<file path="config.mk">
export PLATFORM = sky130hd
export DESIGN_NAME = ceat_host_seq
export DESIGN_NICKNAME = d
export VERILOG_FILES = /design/src/hw/ceat_fifo.v /design/src/hw/ceat_host_seq.v
export VERILOG_INCLUDE_DIRS = /design/src /design/src/hw
export SDC_FILE = /design/constraint.sdc
export NUM_CORES = 2
export LEC_CHECK = 0
export BUFFER_PORTS_ARGS = -buffer_cell sky130_fd_sc_hd__buf_2
export CAP_MARGIN = 25
export CORE_ASPECT_RATIO = 1.75
export CORE_MARGIN = 1.5
export CORE_UTILIZATION = 56
export DETAILED_ROUTE_END_ITERATION = 16
export GPL_TIMING_DRIVEN = 0
export MAX_ROUTING_LAYER = met4
export PLACE_DENSITY = 0.77
export SLEW_MARGIN = 0
export SYNTH_ARGS = -nofsm -noshare
export SYNTH_HDL_FRONTEND = slang
export SYNTH_SLANG_ARGS = --single-unit
</file>
<file path="constraint.sdc">
create_clock -name clk_sys -period 5.8 [get_ports clk_sys]
set_input_delay 0.29 -clock clk_sys [delete_from_list [all_inputs] [get_ports clk_sys]]
set_output_delay 0.29 -clock clk_sys [all_outputs]
set_load 0.02 [all_outputs]
</file>
<file path="src/hw/ceat_map.vh">
// Register map, field layout and timing constants of the CE-ATA host sequencer
`ifndef CEAT_MAP_VH
`define CEAT_MAP_VH

// Controller register byte offsets
`define CEAT_A_CTRL      12'h000
`define CEAT_A_BLKSIZ    12'h01C
`define CEAT_A_BYTCNT    12'h020
`define CEAT_A_CMDARG    12'h028
`define CEAT_A_CMD       12'h02C
`define CEAT_A_CARDTHR   12'h100
`define CEAT_A_TFWIN     12'h110
`define CEAT_A_DATA      12'h200

// Command register fields
`define CEAT_CMD_START   31
`define CEAT_CMD_CCS     23
`define CEAT_CMD_RDCE    22
`define CEAT_CMD_STOP    14
`define CEAT_CMD_WPRV    13
`define CEAT_CMD_RW      10
`define CEAT_CMD_DEXP    9
`define CEAT_CMD_CRC     8
`define CEAT_CMD_RESP    6
`define CEAT_IDX_RW_REG  6'h3C
`define CEAT_IDX_RW_BLK  6'h3D
`define CEAT_IDX_STOP    6'h0C

// Control register fields
`define CEAT_CTRL_CCSD   10
`define CEAT_CTRL_ACCSD  9
`define CEAT_CTRL_FRST   1

// Threshold control fields
`define CEAT_THR_EN      0
`define CEAT_THR_POS     16

// Argument fields
`define CEAT_ARG_W       31
`define CEAT_ARG_CNT_POS 2
`define CEAT_ARG_IDENT   8'h80
`define CEAT_ARG_SMALL   8'h04

// Sizes and task-file values
`define CEAT_TF_BYTES    16'h0010
`define CEAT_IDENT_BYTES 16'h0200
`define CEAT_FIFO_WORDS  14'h0400
`define CEAT_ATA_IDENT   8'hEC
`define CEAT_ATA_STBY    8'hE0
`define CEAT_ATA_FLUSH   8'hEA
`define CEAT_TF_ERR      0
`define CEAT_TF_XWORDS   30'h0000_0003

// Request operation codes
`define CEAT_OP_IDENT    3'h0
`define CEAT_OP_RDEXT    3'h1
`define CEAT_OP_WREXT    3'h2
`define CEAT_OP_STBY     3'h3
`define CEAT_OP_FLUSH    3'h4

// Card clock idle time before reprogramming the threshold
`define CEAT_SYS_MHZ     125
`define CEAT_CLK_IDLE_NS 1000
`define CEAT_CLK_IDLE_CYC ((`CEAT_CLK_IDLE_NS * `CEAT_SYS_MHZ + 999) / 1000)

`endif

</file>
<file path="src/hw/ceat_fifo.v">
// Read-data FIFO with registered output stage
`timescale 1ns/100ps
`default_nettype none
module ceat_fifo #(
  parameter W     = 32,
  parameter DEPTH = 16,
  parameter AW    = 4
) (
  input  wire         clk_sys,
  input  wire         rst,
  input  wire         in_valid,
  output wire         in_ready,
  input  wire [W-1:0] in_data,
  output reg          out_valid,
  input  wire         out_ready,
  output reg  [W-1:0] out_data
);
  reg [W-1:0] mem [0:DEPTH-1];
  reg [AW-1:0] wptr;
  reg [AW-1:0] rptr;
  reg [AW:0]   cnt;
  wire push;
  wire pop;

  assign in_ready = (cnt != DEPTH[AW:0]);
  assign push     = in_valid && in_ready;
  assign pop      = (cnt != {(AW+1){1'b0}}) && (!out_valid || out_ready);

  always @(posedge clk_sys)
  begin
    if (push)
      mem[wptr] <= in_data;
  end

  always @(posedge clk_sys or posedge rst)
  begin
    if (rst)
    begin
      wptr      <= {AW{1'b0}};
      rptr      <= {AW{1'b0}};
      cnt       <= {(AW+1){1'b0}};
      out_valid <= 1'b0;
      out_data  <= {W{1'b0}};
    end
    else
    begin
      if (push)
        wptr <= wptr + 1'b1;
      if (pop)
      begin
        rptr     <= rptr + 1'b1;
        out_data <= mem[rptr];
      end
      if (pop)
        out_valid <= 1'b1;
      else if (out_ready)
        out_valid <= 1'b0;
      cnt <= cnt + {{AW{1'b0}}, push} - {{AW{1'b0}}, pop};
    end
  end
endmodule
`default_nettype wire

</file>
<file path="src/hw/ceat_host_seq.v">
// CE-ATA command sequencer driving the card controller's registers
`timescale 1ns/100ps
`default_nettype none
`include "ceat_map.vh"
// Behaviour
// - Timeout with CCS expected: CCSD, wait, then end with no stop
// - Timeout without CCS: stop, then terminate
// - Identify only with 512-byte block size
// - Identify: register command, then block read
// - Identify register command field settings
// - Identify retrieval block command field settings
// - Read ext: register command, block data-in
// - Write ext: register command, block data-out
// - Standby register command settings, no block
// - Standby success only from status field
// - Flush register command settings, no block
// - Flush error: read other task-file fields
// - Program threshold and enable before reads
// - Threshold equals the transfer block size
// - Long round trip forces threshold enable
// - Enable only if block/4 within 1024
// - Threshold set before command, not mid-transfer
module ceat_host_seq #(
  parameter [7:0] ATA_RD_EXT = 8'h00,
  parameter [7:0] ATA_WR_EXT = 8'h00
) (
  input  wire        clk_sys,
  input  wire        rst,
  input  wire        req_valid,
  output wire        req_ready,
  input  wire [2:0]  req_op,
  input  wire [15:0] req_count,
  input  wire        req_ccs,
  input  wire [15:0] cfg_blk_size,
  input  wire        cfg_thr_en,
  input  wire        cfg_rtd_long,
  output reg         done,
  output reg         err,
  output reg  [31:0] res_status,
  output wire        rdat_valid,
  input  wire        rdat_ready,
  output wire [31:0] rdat_data,
  input  wire        wdat_valid,
  output wire        wdat_ready,
  input  wire [31:0] wdat_data,
  output reg         bus_wr,
  output reg         bus_rd,
  output reg  [11:0] bus_addr,
  output reg  [31:0] bus_wdata,
  input  wire [31:0] bus_rdata,
  input  wire        bus_ack,
  input  wire        dev_done,
  input  wire        io_read_delay_limit_tmo,
  input  wire        card_clk,
  output wire        card_clk_idle
);
  localparam S_IDLE = 3'd0;
  localparam S_STEP = 3'd1;
  localparam S_BUS  = 3'd2;
  localparam S_WAIT = 3'd3;
  localparam S_STR  = 3'd4;

  localparam K_SKIP = 3'd0;
  localparam K_WR   = 3'd1;
  localparam K_RD   = 3'd2;
  localparam K_WAIT = 3'd3;
  localparam K_RSTR = 3'd4;
  localparam K_WSTR = 3'd5;
  localparam K_END  = 3'd6;
  localparam K_THR  = 3'd7;

  reg  [2:0]  state;
  reg  [2:0]  op;
  reg  [3:0]  pc;
  reg         rec;
  reg         ccs_cur;
  reg         in_str;
  reg         tmo_pend;
  reg  [15:0] blk;
  reg  [15:0] cnt;
  reg  [29:0] words;
  reg  [2:0]  k;
  reg  [11:0] a;
  reg  [31:0] d;
  reg         c1;
  reg         c2;
  reg         c3;
  reg         clk_lvl;
  reg  [7:0]  idle_cnt;

  wire        fifo_ready;
  wire        push;
  wire        is_rd;
  wire        is_ext;
  wire        no_blk;
  wire        thr_en;
  wire [31:0] bytes;
  wire [31:0] cmd_base;
  reg  [7:0]  tf_cmd;

  assign is_rd    = (op == `CEAT_OP_IDENT) || (op == `CEAT_OP_RDEXT);
  assign is_ext   = (op == `CEAT_OP_RDEXT) || (op == `CEAT_OP_WREXT);
  assign no_blk   = (op == `CEAT_OP_STBY) || (op == `CEAT_OP_FLUSH);
  assign bytes    = {16'h0000, cnt} * {16'h0000, blk};
  assign cmd_base = (32'h0000_0001 << `CEAT_CMD_START) | (32'h0000_0001 << `CEAT_CMD_RESP)
                  | (32'h0000_0001 << `CEAT_CMD_CRC) | (32'h0000_0001 << `CEAT_CMD_WPRV);
  // Forced on by long round trip, only if one block fits the FIFO
  assign thr_en   = (cfg_thr_en || cfg_rtd_long)
                  && (blk[15:2] <= `CEAT_FIFO_WORDS);

  assign req_ready  = (state == S_IDLE);
  assign wdat_ready = (state == S_STR) && (k == K_WSTR) && (words != 30'h0000_0000);
  assign push       = (state == S_BUS) && bus_ack && bus_rd && in_str;
  assign card_clk_idle = ({24'h00_0000, idle_cnt} == `CEAT_CLK_IDLE_CYC);

  always @*
  begin
    case (op)
      `CEAT_OP_IDENT: tf_cmd = `CEAT_ATA_IDENT;
      `CEAT_OP_RDEXT: tf_cmd = ATA_RD_EXT;
      `CEAT_OP_WREXT: tf_cmd = ATA_WR_EXT;
      `CEAT_OP_STBY:  tf_cmd = `CEAT_ATA_STBY;
      `CEAT_OP_FLUSH: tf_cmd = `CEAT_ATA_FLUSH;
      default:        tf_cmd = 8'h00;
    endcase
  end

  // Step table: kind, address and data of the current step
  always @*
  begin
    k = K_SKIP;
    a = `CEAT_A_DATA;
    d = 32'h0000_0000;
    if (rec)
    begin
      case (pc)
        4'd0:
        begin
          k = K_WR;
          if (ccs_cur)
          begin
            a = `CEAT_A_CTRL;
            d = (32'h0000_0001 << `CEAT_CTRL_CCSD) | (32'h0000_0001 << `CEAT_CTRL_ACCSD);
          end
          else
          begin
            a = `CEAT_A_CMD;
            d = (cmd_base & ~(32'h0000_0001 << `CEAT_CMD_WPRV))
              | (32'h0000_0001 << `CEAT_CMD_STOP) | {26'h000_0000, `CEAT_IDX_STOP};
          end
        end
        4'd1: k = K_WAIT;
        4'd2:
        begin
          k = ccs_cur ? K_END : K_WR;
          a = `CEAT_A_CTRL;
          d = 32'h0000_0001 << `CEAT_CTRL_FRST;
        end
        default: k = K_END;
      endcase
    end
    else
    begin
      case (pc)
        4'd0:
        begin
          k = is_rd ? K_THR : K_SKIP;
          a = `CEAT_A_CARDTHR;
          d = ({19'h0_0000, blk[12:0]} << `CEAT_THR_POS)
            | ({31'h0000_0000, thr_en} << `CEAT_THR_EN);
        end
        4'd1:
        begin
          k = K_WR;
          a = `CEAT_A_BLKSIZ;
          d = {16'h0000, `CEAT_TF_BYTES};
        end
        4'd2:
        begin
          k = K_WR;
          a = `CEAT_A_BYTCNT;
          d = {16'h0000, `CEAT_TF_BYTES};
        end
        4'd3:
        begin
          k = K_WR;
          a = `CEAT_A_CMDARG;
          d = ({31'h0000_0000, !is_rd} << `CEAT_ARG_W)
            | ({24'h00_0000, (op == `CEAT_OP_IDENT) ? `CEAT_ARG_IDENT : `CEAT_ARG_SMALL}
               << `CEAT_ARG_CNT_POS);
        end
        4'd4, 4'd5: k = K_WR;
        4'd6:
        begin
          k = K_WR;
          d = is_ext ? {16'h0000, cnt} : 32'h0000_0000;
        end
        4'd7:
        begin
          k = K_WR;
          d = {24'h00_0000, tf_cmd};
        end
        4'd8:
        begin
          k = K_WR;
          a = `CEAT_A_CMD;
          d = cmd_base | {26'h000_0000, `CEAT_IDX_RW_REG};
        end
        4'd9: k = K_WAIT;
        4'd10:
        begin
          k = K_WR;
          a = no_blk ? `CEAT_A_TFWIN : `CEAT_A_BLKSIZ;
          d = {16'h0000, blk};
          if (no_blk)
            k = K_RD;
        end
        4'd11:
        begin
          k = K_WR;
          a = `CEAT_A_BYTCNT;
          d = bytes;
          if (no_blk)
          begin
            a = `CEAT_A_TFWIN;
            k = (op == `CEAT_OP_FLUSH) && res_status[`CEAT_TF_ERR] ? K_RSTR : K_END;
          end
        end
        4'd12:
        begin
          k = no_blk ? K_END : K_WR;
          a = `CEAT_A_CMDARG;
          d = ({31'h0000_0000, !is_rd} << `CEAT_ARG_W) | {16'h0000, cnt};
        end
        4'd13:
        begin
          k = K_WR;
          a = `CEAT_A_CMD;
          d = cmd_base | (32'h0000_0001 << `CEAT_CMD_DEXP)
            | ({31'h0000_0000, ccs_cur} << `CEAT_CMD_CCS)
            | ({31'h0000_0000, is_rd} << `CEAT_CMD_RDCE)
            | ({31'h0000_0000, !is_rd} << `CEAT_CMD_RW)
            | {26'h000_0000, `CEAT_IDX_RW_BLK};
        end
        4'd14: k = is_rd ? K_RSTR : K_WSTR;
        default: k = K_WAIT;
      endcase
    end
  end

  // Card clock watch: counts idle time between sampled edges
  always @(posedge clk_sys or posedge rst)
  begin
    if (rst)
    begin
      c1       <= 1'b0;
      c2       <= 1'b0;
      c3       <= 1'b0;
      clk_lvl  <= 1'b0;
      idle_cnt <= 8'h00;
    end
    else
    begin
      c1 <= card_clk;
      c2 <= c1;
      c3 <= c2;
      if (c2 == c3)
        clk_lvl <= c3;
      if ((c2 == c3) && (c3 != clk_lvl))
        idle_cnt <= 8'h00;
      else if (!card_clk_idle)
        idle_cnt <= idle_cnt + 8'h01;
    end
  end

  always @(posedge clk_sys or posedge rst)
  begin
    if (rst)
    begin
      state      <= S_IDLE;
      op         <= `CEAT_OP_IDENT;
      pc         <= 4'h0;
      rec        <= 1'b0;
      ccs_cur    <= 1'b0;
      in_str     <= 1'b0;
      tmo_pend   <= 1'b0;
      blk        <= 16'h0000;
      cnt        <= 16'h0000;
      words      <= 30'h0000_0000;
      done       <= 1'b0;
      err        <= 1'b0;
      res_status <= 32'h0000_0000;
      bus_wr     <= 1'b0;
      bus_rd     <= 1'b0;
      bus_addr   <= 12'h000;
      bus_wdata  <= 32'h0000_0000;
    end
    else
    begin
      done <= 1'b0;
      if (io_read_delay_limit_tmo && (state != S_IDLE))
        tmo_pend <= 1'b1;
      case (state)
        S_IDLE:
        begin
          tmo_pend <= 1'b0;
          if (req_valid)
          begin
            op      <= req_op;
            pc      <= 4'h0;
            rec     <= 1'b0;
            ccs_cur <= (req_op == `CEAT_OP_IDENT) || req_ccs;
            blk     <= (req_op == `CEAT_OP_IDENT) ? `CEAT_IDENT_BYTES : cfg_blk_size;
            cnt     <= (req_op == `CEAT_OP_IDENT) ? 16'h0001 : req_count;
            if ((req_op == `CEAT_OP_IDENT) && (cfg_blk_size != `CEAT_IDENT_BYTES))
            begin
              done <= 1'b1;
              err  <= 1'b1;
            end
            else
            begin
              err   <= 1'b0;
              state <= S_STEP;
            end
          end
        end
        S_STEP:
        begin
          in_str    <= 1'b0;
          bus_addr  <= a;
          bus_wdata <= d;
          case (k)
            K_WR:
            begin
              bus_wr <= 1'b1;
              state  <= S_BUS;
            end
            K_THR:
            begin
              if (card_clk_idle)
              begin
                bus_wr <= 1'b1;
                state  <= S_BUS;
              end
            end
            K_RD:
            begin
              bus_rd <= 1'b1;
              state  <= S_BUS;
            end
            K_WAIT: state <= S_WAIT;
            K_RSTR, K_WSTR:
            begin
              words <= (rec || no_blk) ? `CEAT_TF_XWORDS : bytes[31:2];
              state <= S_STR;
            end
            K_END:
            begin
              done  <= 1'b1;
              state <= S_IDLE;
            end
            default: pc <= pc + 4'h1;
          endcase
        end
        S_BUS:
        begin
          if (bus_ack)
          begin
            bus_wr <= 1'b0;
            bus_rd <= 1'b0;
            if (in_str)
            begin
              words <= words - 30'h0000_0001;
              state <= S_STR;
            end
            else
            begin
              if (bus_rd)
                res_status <= bus_rdata;
              pc    <= pc + 4'h1;
              state <= S_STEP;
            end
          end
        end
        S_WAIT:
        begin
          if ((tmo_pend || io_read_delay_limit_tmo) && !rec)
          begin
            tmo_pend <= 1'b0;
            rec      <= 1'b1;
            err      <= 1'b1;
            pc       <= 4'h0;
            state    <= S_STEP;
          end
          else if (dev_done)
          begin
            if (!rec && (pc == 4'hF))
            begin
              done  <= 1'b1;
              state <= S_IDLE;
            end
            else
            begin
              pc    <= pc + 4'h1;
              state <= S_STEP;
            end
          end
        end
        S_STR:
        begin
          in_str <= 1'b1;
          if ((tmo_pend || io_read_delay_limit_tmo) && !rec && (k == K_RSTR) && !no_blk)
          begin
            tmo_pend <= 1'b0;
            rec      <= 1'b1;
            err      <= 1'b1;
            pc       <= 4'h0;
            state    <= S_STEP;
          end
          else if (words == 30'h0000_0000)
          begin
            pc    <= pc + 4'h1;
            state <= S_STEP;
          end
          else if ((k == K_RSTR) && fifo_ready)
          begin
            bus_rd <= 1'b1;
            state  <= S_BUS;
          end
          else if ((k == K_WSTR) && wdat_valid)
          begin
            bus_wdata <= wdat_data;
            bus_wr    <= 1'b1;
            state     <= S_BUS;
          end
        end
        default: state <= S_IDLE;
      endcase
    end
  end

  ceat_fifo #(
    .W     (32),
    .DEPTH (16),
    .AW    (4)
  ) u_fifo (
    .clk_sys   (clk_sys),
    .rst       (rst),
    .in_valid  (push),
    .in_ready  (fifo_ready),
    .in_data   (bus_rdata),
    .out_valid (rdat_valid),
    .out_ready (rdat_ready),
    .out_data  (rdat_data)
  );
endmodule
`default_nettype wire

</file>
## After elaboration in Yosys (flattened, before gate mapping)

Memories as Yosys holds them, arrays and structs flattened. A register that Yosys moved wholly into a read port is not among the register bits.
Cells that the tools add are included.

| word-level totals | value |
|---|---|
| bits in registers | 182 |
| bits in latches | 0 |
| RAM bits | 512 |
| memory bits (read-only) | 0 |
| memories | 1 |

Memories:

| name | words | bits a word | read ports | clocked after Yosys merged registers in | write ports | line | text |
|---|---|---|---|---|---|---|---|
| u_fifo.mem | 16 | 32 | 1 | 1 | 1 | ceat_fifo.v:18 | `reg [W-1:0] mem [0:DEPTH-1];` |

| operators by class | value |
|---|---|
| add/sub/neg operators | 7 |
| multiply operators | 1 |
| divide/modulo/power cells | 0 |
| magnitude comparators | 1 |
| equal/unequal tests | 57 |
| shifts and indexed selects | 0 |
| muxes and demuxes | 96 |
| bitwise logic cells | 6 |
| reductions and logical operators | 60 |

Operator list:

| cell | count |
|---|---|
| $pmux 32 s10 | 1 |
| $mux 32 | 6 |
| $pmux 32 s2 | 2 |
| $mux 30 | 4 |
| $pmux 10 s7 | 1 |
| $pmux 30 s2 | 1 |
| $mux 16 | 3 |
| $mux 3 | 16 |
| $mux 4 | 9 |
| $mul 16x16->32 | 1 |
| $or 32x10->32 | 1 |
| $or 32x11->32 | 1 |
| $or 32x16->32 | 1 |
| $or 32x23->32 | 1 |
| $logic_not 30->1 | 1 |
| $pmux 3 s5 | 2 |
| $reduce_bool 30->1 | 1 |
| $sub 30x1->30 const B | 1 |
| $mux 1 | 29 |
| $or 29x1->29 | 1 |
| $eq 4x4->1 const B | 7 |
| $mux 8 | 3 |
| $pmux 12 s2 | 1 |
| $pmux 8 s3 | 1 |
| 50 further kinds | 133 |

## Longest topological paths before layout

| depth | value |
|---|---|
| depth in word-level cells | 13 |
| depth in mapped cells | 24 |
| gate-level depth less buffers | 22 |

## Modules after synthesis

From an unflattened synthesis, not the netlist that was laid out.

| second synthesis, totals | value |
|---|---|
| cells, all modules | 2,921 |
| area total of the unflattened synthesis | 38,799.7 µm² |

By module, submodules not included:

| module | instances | cells an instance | area an instance (µm²) | seq. area each (µm²) |
|---|---|---|---|---|
| ceat_fifo | 1 | 950 | 21,558.2 | 16,525.8 |
| ceat_host_seq | 1 | 1,971 | 17,241.5 | 4,053.9 |

## Least setup slack after synthesis

No wires, ideal clock.

| path | value |
|---|---|
| kind | register to register |
| start | register blk[7] |
| end | register bus_wdata[31] |
| setup time | 65 ps |
| arrival | 6,234 ps |
| setup slack | -499 ps |
| stages on the path, launching flop included | 23 |
| path buffers | 2 |
| cell sequence | dfrtp_1 > clkbuf_1 > buf_1 > nand2_1 > fa_1 > inv_1 > fa_1 > fa_1 > fa_1 > fa_1 > inv_1 > fa_1 > inv_1 > ha_1 > a21o_1 > a21o_1 > a221o_1 > o2bb2ai_1 > o21a_1 > nor2_1 > mux2_2 > a2111oi_1 > a211o_1 |

| on the way | value |
|---|---|
| cells in the longest elaborated chain, start to end | 4 |

Ends and longest elaborated chain:

| what | line | text |
|---|---|---|
| from (decl) | ceat_host_seq.v:79 | `reg [15:0] blk;` |
| from (signal assigned) | ceat_host_seq.v:313 | `` blk <= (req_op == `CEAT_OP_IDENT) ? `CEAT_IDENT_BYTES : cfg_blk_size; `` |
| $mul 16x16->32 | ceat_host_seq.v:104 | `assign bytes = {16'h0000, cnt} * {16'h0000, blk};` |
| $pmux 32 s10 | ceat_host_seq.v:164 | `case (pc)` |
| $mux 32 | ceat_host_seq.v:134 | `if (rec)` |
| $pmux 32 s2 | ceat_host_seq.v:303 | `case (state)` |
| to (signal assigned) | ceat_host_seq.v:432 | `bus_wdata <= wdat_data;` |
| to (decl) | ceat_host_seq.v:49 | `output reg [31:0] bus_wdata,` |

No other way between the ends.
A chain may end at the register's enable or synchronous reset.

## Worst setup path in the final report

| path | value |
|---|---|
| start | register blk[6] |
| end | register bus_wdata[27] |

Same word-level chain as after synthesis.

==> out/results.tsv <==
stage	metric	value	unit
layout	nets	3770	
run_status	violations	setup timing	
critical_path	cp_num_buf_inv	6	
global_route	overflow	0	
clock_network	clock_sinks	720	
floorplan	num_rows	126	
critical_path	cp-end-kind	flip-flop	
power_and_ir_drop	power	15.8	mW
critical_path	cp_slowest_cell	fa_1	
placement	gp_congestion	0.977	
critical_path	r2r-start	blk[6]	
drt	drtIter0Drc	2693	
sta	fin_crit_sh	111	%
yosys	ys_seq_area_share	53.6	%
power_and_ir_drop	leakage	19.0	nW
global_route	grt_first_pass_wirelength	189	mm
yosys	synth_top_cell_by_area	edfxtp_1	
drt	ant_nets	0	
floorplan	ios	227	
clock_network	clk_pin_slew_worst_paths	0.06	ns
layout	area_growth	22.7	%
critical_path	path_common_cell	fa_1	
placement	dp.cells	4005	
power_and_ir_drop	powerDensity	335	nW/um^2
drt	wire_per_inst	31.4	um
drt	drcViolationCount	0	
critical_path	critical_path.top_delay_family	adder cells	
critical_path	worstPathCellList	buf_12 -> buf_6 -> and2_1 -> fa_1 -> inv_1 -> fa_1 -> fa_1 -> inv_2 -> fa_1 -> fa_1 -> inv_2 -> fa_1 -> inv_2 -> ha_4 -> a21oi_2 -> nor2b_2 -> a221o_1 -> o2bb2ai_2 -> or2_4 -> a221oi_4 -> xnor2_2 -> a222oi_1 -> o21ai_1	
drt	finalWirelength	135	mm
clock_network	clockBufferDepth	3	
yosys	avgSynthCellArea	13.5	um^2
critical_path	worst-endpoint-required	6.31	ns
yosys	synthTopCellsByCount	edfxtp_1 (512), nand2_1 (300), inv_1 (254), dfrtp_1 (208), fa_1 (195)	
layout	drive_above_1_share	28.9	%
yosys	synth_flop_cell	edfxtp_1	
yosys	synth.area.top_cells	edfxtp_1 (40%), dfrtp_1 (14%), fa_1 (10%)	
yosys	synth.distinct_cells	88	
run_status	status	complete, but fails checks	
hold_path	min-delay-start	cfg_blk_size[9]	
yosys	synth.most_common_cell	edfxtp_1	
flow_run	cap_violations	0	
global_route	antenna_found_initial	11	
power_and_ir_drop	ir_drop	456	uV
clock_network	root_buffer	clkbuf_16	
floorplan	initial_core_util	56.8	%
global_route	grtUsageTotal	39.0	%
sta	grt_setup_unrepaired	yes	
sta	finalHoldViolations	0	
clock_network	htreeDepth	3	
global_route	grt_pass1_vias	29000	
sta	worst_slew_pin_slew	1.16	ns
placement	portBuffers	220	
yosys	synth_top_cell_area_share	40.0	%
sta	fmax	155	MHz
sta	setup_viol_count_final	37	
drt	via_per_inst	6.43	
yosys	syn_area	38400	um^2
sta	fin_skew	0.0266	ns
sta	tns	-14.65	ns
drt	vias	27700	
yosys	ys_warn_count	0	
critical_path	arrival	6.94	ns
sta	fin_crit	6.44	ns
critical_path	path_max_fanout	4	
layout	stdcell_count	4306	
drt	first_pass_iters	6	
floorplan	core-area	67600	um^2
floorplan	die_h	350	um
critical_path	slowest_delay	0.54	ns
hold_path	hp-class	input pin to flip-flop	
yosys	synth_edf_count	512	
yosys	ys_ff_latch	720	
global_route	grt_max_degree	41	
sta	relSlewSlack	22.0	%
clock_network	clock_latency	0.65	ns
placement	hpwl	88.8	mm
critical_path	start_kind	flip-flop	
sta	drv_slew	0	
clock_network	cts_tree	yes	
floorplan	die-area	70300	um^2
critical_path	worstSetupStartpoint	blk[6]	
sta	setup_slack	-0.636	ns
floorplan	fp.dieW	201	um
yosys	synth-async-reset-ratio	28.9	%
yosys	syn-instance-count	2839	
clock_network	cts_buffers	67	
critical_path	crit_type	flip-flop to flip-flop	
## state kept, by name (all words and copies together), names as in the netlist, 5 cells and up
name             cells
blk                 16
bus_addr             6
bus_wdata           32
cnt                 16
idle_cnt             8
res_status          32
u_fifo.cnt           5
u_fifo.mem         512
u_fifo.out_data     32
words               30
## metal layers
metal	vias up	share of wire [%]	track usage, %
met1	14000	32	40.8
met4	0	9.3	30.3
met5	-	0	-
met3	606	8.1	6.35
li1	11200	-	-
met2	1868	51	65.8
## cell type report
cell class | count | area, um^2
Antenna cell | 14 | 35.0
Buffer | 162 | 1180
Clock buffer | 90 | 1840
Clock inverter | 33 | 454
Fill cell | 4336 | 20500
Inverter | 254 | 957
Multi-Input combinational cell | 1701 | 17400
Sequential cell | 720 | 20600
Tap cell | 896 | 1120
Timing Repair Buffer | 436 | 3550
## cell families (layout without fill, tap and decap cells)
kind of cell	Yosys count	in the layout	share of synthesized area, %
mux	243	243	11.8
other cells	1	20	0.00976
compound gates	405	405	6.63
buf+inv	423	975	4.29
xor+xnor	42	42	0.957
simple gates	687	687	8.61
fa+ha+maj	318	318	14.2
flops	720	720	53.6
## worst paths after layout
kind,endpoint,slack [ns],cells after the start
max,bus_wdata[27],-0.64,23
min,blk[9],0.005,3
max reg2reg,bus_wdata[27],-0.64,23
min reg2reg,c2,0.39,0
max in group asynchronous,cnt[12],4.22,6
min in group asynchronous,res_status[28],0.27,3
## layout by cell type, fill, tap and decap left out, types with 15 or more instances in the layout
cell	instances
edfxtp_1	512
nand2_1	293
buf_2	237
inv_1	234
dfrtp_1	190
fa_1	184
mux4_2	160
and2_1	117
o21ai_0	112
ha_1	107
clkbuf_1	93
nor2_1	88
clkbuf_16	81
buf_4	77
mux2_2	71
a21oi_1	64
dlygate4sd3_1	60
buf_6	49
o21ai_1	41
nor3_1	25
buf_8	20
inv_2	19
buf_12	19
nand3_1	18
clkbuf_8	17
buf_1	17
nor2_4	16
dfrtp_2	16
nand2b_1	15
## through the flow
stage | cell area (um^2) | hold slack, ns | utilization, % | setup slack (ns)
final | 47100 | 0.00497 | 69.7 | -0.636
after global routing | 47100 | 0.0225 | 69.7 | -0.763
after CTS | 46400 | 0.000477 | 68.6 | -0.666
after detailed placement | 41700 | 0.347 | 61.6 | -1.94
after global placement | 40800 | 0.357 | 60.4 | -1.83
after floorplan | 38600 | 0.321 | - | -0.128
## timing repair
item,CTS,global route
setup buffers,74,31
endpoints found under the hold margin,81,1
endpoints found under the setup margin,47,43
pin swaps,88,100
hold buffers,59,1
gates cloned,1,0
resized for setup,300,80
## power breakdown
part           switching, mW  internal (mW)
registers              0.277           5.83
logic                   2.73           2.21
clock network           2.09           2.63
## worst min-delay path, cell delays in order
cell and delay (ns):
buf_2 0.12, nor2_1 0.09, o21ai_0 0.10
Power figures use the tool's default switching activity.
